[config.mk]
export PLATFORM = sky130hd
export DESIGN_NAME = speed_loop_mode_switch
export DESIGN_NICKNAME = d
export VERILOG_FILES = /design/src/shared/speed_loop_pkg.sv /design/src/hdl/speed_loop_mode_switch.sv
export VERILOG_INCLUDE_DIRS = /design/src /design/src/shared
export SDC_FILE = /design/constraint.sdc
export NUM_CORES = 2
export LEC_CHECK = 0
export BUFFER_PORTS_ARGS = -buffer_cell sky130_fd_sc_hd__buf_2
export CORE_MARGIN = 2
export CORE_UTILIZATION = 40
export DETAILED_ROUTE_END_ITERATION = 8
export PLACE_DENSITY_LB_ADDON = 0.15
export SETUP_SLACK_MARGIN = 0.3
export SYNTH_ARGS = -nofsm -noshare
export SYNTH_HDL_FRONTEND = slang
export SYNTH_HIERARCHICAL = 1
export SYNTH_SLANG_ARGS = --single-unit
export TNS_END_PERCENT = 30
[constraint.sdc]
create_clock -name i_core_clk -period 213.3 [get_ports i_core_clk]
set_clock_uncertainty 0.1 [all_clocks]
set_input_delay 42.66 -clock i_core_clk [delete_from_list [all_inputs] [get_ports i_core_clk]]
set_output_delay 42.66 -clock i_core_clk [all_outputs]
set_load 0.02 [all_outputs]
[src/shared/speed_loop_params.svh]
// Constants for the speed loop mode switch and reference shaping block
`ifndef SPEED_LOOP_PARAMS_SVH
`define SPEED_LOOP_PARAMS_SVH

// ----------------------------------------------------------------------
// Timing
// ----------------------------------------------------------------------
`define CORE_CLK_PERIOD_NS   10'd5
`define FILTER_TICK_NS       14'd10000
`define FILTER_TICK_CYCLES   (`FILTER_TICK_NS / `CORE_CLK_PERIOD_NS)

// ----------------------------------------------------------------------
// Setting limits
// ----------------------------------------------------------------------
`define FF_GAIN_MAX          7'd100
`define FF_GAIN_DIVISOR      8'd100
`define FF_FILTER_TC_MAX     13'd6400

// ----------------------------------------------------------------------
// Mode switch selection codes (lowest digit)
// ----------------------------------------------------------------------
`define SEL_FORCE_LEVEL      4'h0
`define SEL_SPEED_LEVEL      4'h1
`define SEL_ACCEL_LEVEL      4'h2
`define SEL_ERROR_LEVEL      4'h3
`define SEL_NO_SWITCH        4'h4

// ----------------------------------------------------------------------
// Notch enable field positions
// ----------------------------------------------------------------------
`define NOTCH1_EN_BIT        0
`define NOTCH2_EN_BIT        1

`endif

[src/shared/speed_loop_pkg.sv]
// Types for the speed loop mode switch and reference shaping block
`default_nettype none
package speed_loop_pkg;

    localparam int DET_W = 24;

    // Detection quantities sampled from the servo loop
    typedef struct packed {
        logic signed [DET_W-1:0] force_ref;
        logic signed [DET_W-1:0] speed_ref;
        logic signed [DET_W-1:0] accel;
        logic signed [DET_W-1:0] pos_err;
    } detect_t;

    // Detection thresholds, unsigned
    typedef struct packed {
        logic [15:0] force_level_threshold;
        logic [15:0] speed_level_threshold;
        logic [15:0] accel_level_threshold;
        logic [15:0] error_level_threshold;
    } threshold_t;

endpackage : speed_loop_pkg
`default_nettype wire

[src/hdl/speed_loop_mode_switch.sv]
// Mode switch selector, feedforward path and force reference filter chain
`timescale 1ns/1ps
`default_nettype none
`include "speed_loop_params.svh"
// Function
// RULE1: Add feedforward term scaled by gain in position
// RULE2: Smooth feedforward term with its time constant
// RULE3: Host keeps feedforward gain below eighty percent
// RULE4: Selection digit picks force, speed, accel, error, none
// RULE5: Mode switching enabled only for codes zero-three
// RULE6: I-P speed loop disables mode switching
// RULE7: Force above threshold forces proportional control
// RULE8: Speed reference above threshold forces proportional control
// RULE9: Acceleration above threshold forces proportional control
// RULE10: Position error above threshold forces proportional
// RULE11: Error selection works only in position control
// RULE12: Selection changes take effect at once
// RULE13: Force path: lag stage then series notches
// RULE14: Each notch stage individually enabled or bypassed
// RULE15: Lag time constant set in 0.01 ms units
// RULE16: Notch enable bits: bit0 first, bit1 second
// RULE17: Below threshold returns to proportional-integral control

// ----------------------------------------------------------------------
// First-order lag stage, alpha = 1/(tc+1) per filter tick
// ----------------------------------------------------------------------
module lag_stage #(
    parameter int W    = 24,
    parameter int TC_W = 16
) (
    input  wire logic                clk,
    input  wire logic                rst_b,
    input  wire logic                tick,
    input  wire logic [TC_W-1:0]     tc,
    input  wire logic signed [W-1:0] x,
    output logic signed [W-1:0]      y
);
    if (W < TC_W + 2) begin : g_w_check
        $error("lag_stage: W too narrow for time constant");
    end

    logic signed [W-1:0] y_q;
    wire  signed [W:0]   diff_w = {x[W-1], x} - {y_q[W-1], y_q};
    wire  signed [W:0]   den_w  = $signed({{(W-TC_W){1'b0}}, tc} + {{W{1'b0}}, 1'b1});
    wire  signed [W:0]   step_w = diff_w / den_w;
    wire  signed [W:0]   sum_w  = {y_q[W-1], y_q} + step_w;

    always_ff @(posedge clk or negedge rst_b) begin
        if (!rst_b) y_q <= '0;
        else if (tick) y_q <= sum_w[W-1:0];
    end
    assign y = y_q;
endmodule : lag_stage

// ----------------------------------------------------------------------
// Notch stage: comb notch (x + x[n-D]) / 2, bypassed when disabled
// ----------------------------------------------------------------------
module notch_stage #(
    parameter int W = 24,
    parameter int D = 4
) (
    input  wire logic                clk,
    input  wire logic                rst_b,
    input  wire logic                tick,
    input  wire logic                enable,
    input  wire logic signed [W-1:0] x,
    output logic signed [W-1:0]      y
);
    if (D < 1) begin : g_d_check
        $error("notch_stage: delay must be at least one");
    end

    logic signed [W-1:0] hist_q [D];
    logic signed [W-1:0] y_q;
    wire  signed [W:0]   sum_w   = {x[W-1], x} + {hist_q[D-1][W-1], hist_q[D-1]};
    wire  signed [W:0]   half_w  = sum_w >>> 1;
    wire  signed [W-1:0] shaped_w = enable ? half_w[W-1:0] : x; // RULE14

    always_ff @(posedge clk or negedge rst_b) begin
        if (!rst_b) begin
            for (int i = 0; i < D; i++) hist_q[i] <= '0;
            y_q <= '0;
        end else if (tick) begin
            hist_q[0] <= x;
            for (int i = 1; i < D; i++) hist_q[i] <= hist_q[i-1];
            y_q <= shaped_w;
        end
    end
    assign y = y_q;
endmodule : notch_stage

// ----------------------------------------------------------------------
// Top level
// ----------------------------------------------------------------------
module speed_loop_mode_switch #(
    parameter int W        = speed_loop_pkg::DET_W,
    parameter int NOTCH1_D = 4,
    parameter int NOTCH2_D = 2
) (
    // Clock and reset
    input  wire logic                         i_core_clk,
    input  wire logic                         i_rst_b,
    // Settings
    input  wire logic [6:0]                   i_feedforward_gain,
    input  wire logic [12:0]                  i_feedforward_filter_tc,
    input  wire logic [3:0]                   i_mode_switch_select,
    input  wire speed_loop_pkg::threshold_t   i_thresholds,
    input  wire logic [15:0]                  i_force_filter_tc,
    input  wire logic [1:0]                   i_notch_enable_select,
    input  wire logic                         i_ip_control,
    input  wire logic                         i_position_mode,
    // Loop quantities
    input  wire speed_loop_pkg::detect_t      i_detect,
    input  wire logic signed [W-1:0]          i_position_ref_delta,
    // Results
    output logic                              o_prop_integral_switching,
    output logic signed [W-1:0]               o_feedforward,
    output logic signed [W-1:0]               o_force_filtered,
    output logic                              o_filter_tick
);
    if (W != speed_loop_pkg::DET_W) begin : g_w_check
        $error("W must match the detection width");
    end

    // ------------------------------------------------------------------
    // Filter tick, one per 0.01 ms so time constants count in ticks
    // ------------------------------------------------------------------
    localparam logic [11:0] TICK_LAST = 12'(`FILTER_TICK_CYCLES - 1);
    logic [11:0] tick_cnt_q;
    wire         tick_w = (tick_cnt_q == TICK_LAST);

    always_ff @(posedge i_core_clk or negedge i_rst_b) begin
        if (!i_rst_b) tick_cnt_q <= '0;
        else tick_cnt_q <= tick_w ? 12'h000 : tick_cnt_q + 12'h001;
    end

    // ------------------------------------------------------------------
    // Feedforward path
    // ------------------------------------------------------------------
    // Out-of-range settings are clamped rather than wrapped
    wire [6:0]  ff_gain_w = (i_feedforward_gain > `FF_GAIN_MAX) ? `FF_GAIN_MAX : i_feedforward_gain;
    wire [12:0] ff_tc_w   = (i_feedforward_filter_tc > `FF_FILTER_TC_MAX) ? `FF_FILTER_TC_MAX
                                                                          : i_feedforward_filter_tc;
    wire signed [W+8:0] ff_prod_w = i_position_ref_delta * $signed({3'b000, ff_gain_w}); // RULE1
    wire signed [W+8:0] ff_scal_w = ff_prod_w / $signed({2'b00, `FF_GAIN_DIVISOR});
    wire signed [W-1:0] ff_lag_w;

    lag_stage #(.W(W), .TC_W(13)) u_ff_lag ( // RULE2
        .clk   (i_core_clk),
        .rst_b (i_rst_b),
        .tick  (tick_w),
        .tc    (ff_tc_w),
        .x     (ff_scal_w[W-1:0]),
        .y     (ff_lag_w)
    );

    // ------------------------------------------------------------------
    // Force reference chain: lag, notch 1, notch 2
    // ------------------------------------------------------------------
    wire signed [W-1:0] lag_out_w;
    wire signed [W-1:0] notch1_out_w;
    wire signed [W-1:0] notch2_out_w;

    lag_stage #(.W(W), .TC_W(16)) u_force_lag ( // RULE13 RULE15
        .clk   (i_core_clk),
        .rst_b (i_rst_b),
        .tick  (tick_w),
        .tc    (i_force_filter_tc),
        .x     (i_detect.force_ref),
        .y     (lag_out_w)
    );

    notch_stage #(.W(W), .D(NOTCH1_D)) u_notch1 (
        .clk    (i_core_clk),
        .rst_b  (i_rst_b),
        .tick   (tick_w),
        .enable (i_notch_enable_select[`NOTCH1_EN_BIT]), // RULE16
        .x      (lag_out_w),
        .y      (notch1_out_w)
    );

    notch_stage #(.W(W), .D(NOTCH2_D)) u_notch2 (
        .clk    (i_core_clk),
        .rst_b  (i_rst_b),
        .tick   (tick_w),
        .enable (i_notch_enable_select[`NOTCH2_EN_BIT]), // RULE16
        .x      (notch1_out_w),
        .y      (notch2_out_w)
    );

    // ------------------------------------------------------------------
    // Mode switch detection, decoded combinationally so a new
    // selection acts on the very next edge
    // ------------------------------------------------------------------
    function automatic logic [W-1:0] mag(input logic signed [W-1:0] v);
        mag = v[W-1] ? -v : v;
    endfunction

    wire [W-1:0] thr_force_w = W'(i_thresholds.force_level_threshold);
    wire [W-1:0] thr_speed_w = W'(i_thresholds.speed_level_threshold);
    wire [W-1:0] thr_accel_w = W'(i_thresholds.accel_level_threshold);
    wire [W-1:0] thr_error_w = W'(i_thresholds.error_level_threshold);

    wire over_force_w = mag(i_detect.force_ref) > thr_force_w; // RULE7
    wire over_speed_w = mag(i_detect.speed_ref) > thr_speed_w; // RULE8
    wire over_accel_w = mag(i_detect.accel) > thr_accel_w;     // RULE9
    wire over_error_w = mag(i_detect.pos_err) > thr_error_w && i_position_mode; // RULE10 RULE11

    wire sel_valid_w = (i_mode_switch_select <= `SEL_ERROR_LEVEL) && !i_ip_control; // RULE5 RULE6
    wire hit_w = (i_mode_switch_select == `SEL_FORCE_LEVEL) ? over_force_w : // RULE4 RULE12
                 (i_mode_switch_select == `SEL_SPEED_LEVEL) ? over_speed_w :
                 (i_mode_switch_select == `SEL_ACCEL_LEVEL) ? over_accel_w :
                 (i_mode_switch_select == `SEL_ERROR_LEVEL) ? over_error_w : 1'b0;
    wire prop_d = sel_valid_w && hit_w; // RULE17

    // ------------------------------------------------------------------
    // Output registers
    // ------------------------------------------------------------------
    logic               prop_q;
    logic signed [W-1:0] ff_q;
    logic signed [W-1:0] force_q;
    logic               tick_q;

    always_ff @(posedge i_core_clk or negedge i_rst_b) begin
        if (!i_rst_b) begin
            prop_q  <= 1'b0;
            ff_q    <= '0;
            force_q <= '0;
            tick_q  <= 1'b0;
        end else begin
            prop_q  <= prop_d;
            ff_q    <= i_position_mode ? ff_lag_w : '0; // RULE1
            force_q <= notch2_out_w;
            tick_q  <= tick_w;
        end
    end

    assign o_prop_integral_switching = prop_q;
    assign o_feedforward             = ff_q;
    assign o_force_filtered          = force_q;
    assign o_filter_tick             = tick_q;
endmodule : speed_loop_mode_switch
`default_nettype wire

==> run_results.csv <==
group,metric,value,unit
final_layout,area.growth.synth_to_final,7.023,%
global_route,busiest_layer,"met2",
setup_path,cpPeakStageDelay,0.87,ns
route,drtIter0Drc,5148,
min_path,hold_path.class,"flip-flop to flip-flop",
synth,synth_edf_count,0,
timing,tightestPinTransition,1.242,ns
min_path,min_from,"u_notch2/y[18]",
synth,yosysSeqAreaShare,10.80,%
global_route,grt_max_degree,190,
global_route,use_met2,42.08,%
setup_path,critPathKind,"input pin to flip-flop",
timing,max_freq,6.484,MHz
synth,ys_ff_latch,302,
route,wl,235200,um
setup_path,startpoint,"i_feedforward_gain[5]",
route,first_pass_iters,9,
placed_design,place.gp.congestion,0.9456,
clock_tree,htreeDepth,1,
final_layout,final_cell_mix,"ha_1, nand2_1, nor2_1",
route,postRouteAntennaNets,0,
clock_tree,numCtsBuffers,31,
timing,rsz0062_at_grt,"no",
global_route,antenna_found_initial,7,
floorplan,initial_core_util,40.25,%
run_status,outcome,"complete, no violations",
setup_path,reg2reg_from,"u_ff_lag/y[0]",
clock_tree,tritoncts,"yes",
global_route,grtUsageTotal,25.19,%
clock_tree,numClockSinks,302,
setup_path,cp-start-kind,"input pin",
global_route,grt_overflow_total,0,
floorplan,die_h,422.2,um
setup_path,cp.required,213.76,ns
synth,synth_cell_types,156,
run,cap_viol_max_count,0,
route,viasPerCell,6.002,
clock_tree,cts_hold_repair.buffers,0,
clock_tree,post_cts_buffers,0,
synth,syn_area,69970,um^2
timing,finalCritPeriodShare,72.31,%
floorplan,die-area,178300,um^2
setup_path,crit_fanout,37,
final_layout,nets,10480,
global_route,met3_usage,1.289,%
setup_path,critical_path.slowest_cell,"a2111oi_0",
timing,period_needed,154.23,ns
floorplan,core_area,173800,um^2
timing,setup_tns,0,ns
floorplan,dieWidth,422.2,um
timing,slew_viol_final,0,
route,drc,0,
global_route,grt_pass1_vias,66360,
global_route,grt_pass1_wl,370600,um
route,dr_total_vias,69890,
timing,timing.slew.headroom,16.63,%
placed_design,dp_hpwl,191200,um
route,wire_per_inst,20.20,um
timing,hold_viol,0,
synth,synth-async-reset-ratio,100.0,%
clock_tree,cts_resized,0,
final_layout,drive_gt1_share,11.03,%
global_route,gr-usage-met1,35.00,%
synth,synth_cells,9197,
clock_tree,cts_root_buf,"clkbuf_16",
clock_tree,ctsLongestPathBuffers,3,
final_layout,final_common_cell,"ha_1",
synth,synth_warnings,6,
placed_design,io_buffer_count,279,
clock_tree,clkTransAtPathRegs,0.07,ns
clock_tree,insertion_delay,0.62,ns
setup_path,cp.arrival,154.69,ns
setup_path,critical_path.most_common_cell,"o21a_1",
floorplan,rows,153,
synth,synth_ff_type,"dfrtp_1",
synth,synth_fp_nets,10400,
floorplan,io_pins,280,
synth,synth_area_per_cell,7.608,um^2
setup_path,setup.worst_path.end_class,"flip-flop",
timing,setup-violations-final,0,
registers in the layout (all words and copies together), names as in the netlist:
| signal | count |
|---|---|
| u_ff_lag/y | 24 |
| u_notch1/hist_q | 96 |
| u_notch2/y | 24 |
| o_force_filtered | 24 |
| tick_cnt_q | 12 |
| o_filter_tick | 1 |
| u_notch1/y | 24 |
| o_prop_integral_switching | 1 |
| o_feedforward | 24 |
| u_notch2/hist_q | 48 |
| u_force_lag/y | 24 |
per-layer routing:
metal  up-vias  wire length (um)
met3       263              9063
li1      34460                 -
met4         2              7195
met1     33530            111100
met2      1640            107800
met5         -                12
synthesized netlist by cell type, drive strengths merged (116+ instances only):
cell type  instances  area share (%)
nand3            217             1.6
a21o             199             2.1
and3             148             1.3
nor3             428             3.1
nand2            769             4.1
inv              483             2.6
a31oi            133             1.2
nor2             745             4.0
o21ai            522             3.8
a21oi            624             4.6
or3              116             1.1
dfrtp            302              11
nand4            138             1.3
clkbuf           217             1.2
o31ai            180             2.0
mux2             290             4.7
xor2             185             2.3
fa               132             3.8
ha               836              15
xnor2            426             5.4
o21a             339             3.6
and2             205             1.8
worst max-delay path, delay by kind of cell:
kind / cells / cell delay [ns]
AOI/OAI and AO/OA: 296 / 67.72
buffers and inverters: 20 / 3.63
xor gates and xnor gates: 6 / 1.71
and+or+nand+nor: 111 / 24.98
muxes: 8 / 2.28
adders and majority gates: 34 / 11.40
logic make-up after synthesis:
group / share of synthesized area [%]
compound gates: 28.34
xor+xnor: 7.702
fa+ha+maj: 18.82
buf+inv: 4.564
flops: 10.80
mux: 6.109
simple gates: 23.67
path summary, 6_finish.rpt:
| kind | to | cells after the start | slack (ns) |
|---|---|---|---|
| max | u_ff_lag/y[23] | 475 | 59.07 |
| min reg2reg | o_force_filtered[18] | 0 | 0.27 |
| min | o_force_filtered[18] | 0 | 0.27 |
| max reg2reg | u_ff_lag/y[23] | 388 | 126.96 |
| min in group asynchronous | o_force_filtered[21] | 1 | 42.02 |
| max in group asynchronous | o_feedforward[13] | 3 | 168.86 |
final cells by class:
| cell class | instances | area, um^2 |
|---|---|---|
| fill | 17970 | 98940 |
| multi-input combinational | 8095 | 59420 |
| sequential | 302 | 7557 |
| tap | 2325 | 2909 |
| timing repair buffer | 365 | 2064 |
| inverter | 485 | 1821 |
| clock buffer | 41 | 873.3 |
| clock inverter | 15 | 192.7 |
| antenna | 16 | 40.04 |
through the flow:
stage / setup slack [ns] / hold slack [ns] / instances / util (%) / cell area (um^2)
global route: 48.99 / 0.2842 / 11640 / 43.08 / 74880
global placement: 62.91 / 0.2606 / 11570 / 42.44 / 73770
floorplan: 73.74 / 0.2488 / 9197 / - / 69970
finish: 59.07 / 0.2743 / 11640 / 43.08 / 74880
CTS: 60.49 / 0.2761 / 11630 / 43.06 / 74840
detailed placement: 60.31 / 0.2609 / 11570 / 42.44 / 73770
Power is not shown: default switching activity piles up to over one toggle a cycle in this logic, so the estimate is an artifact.
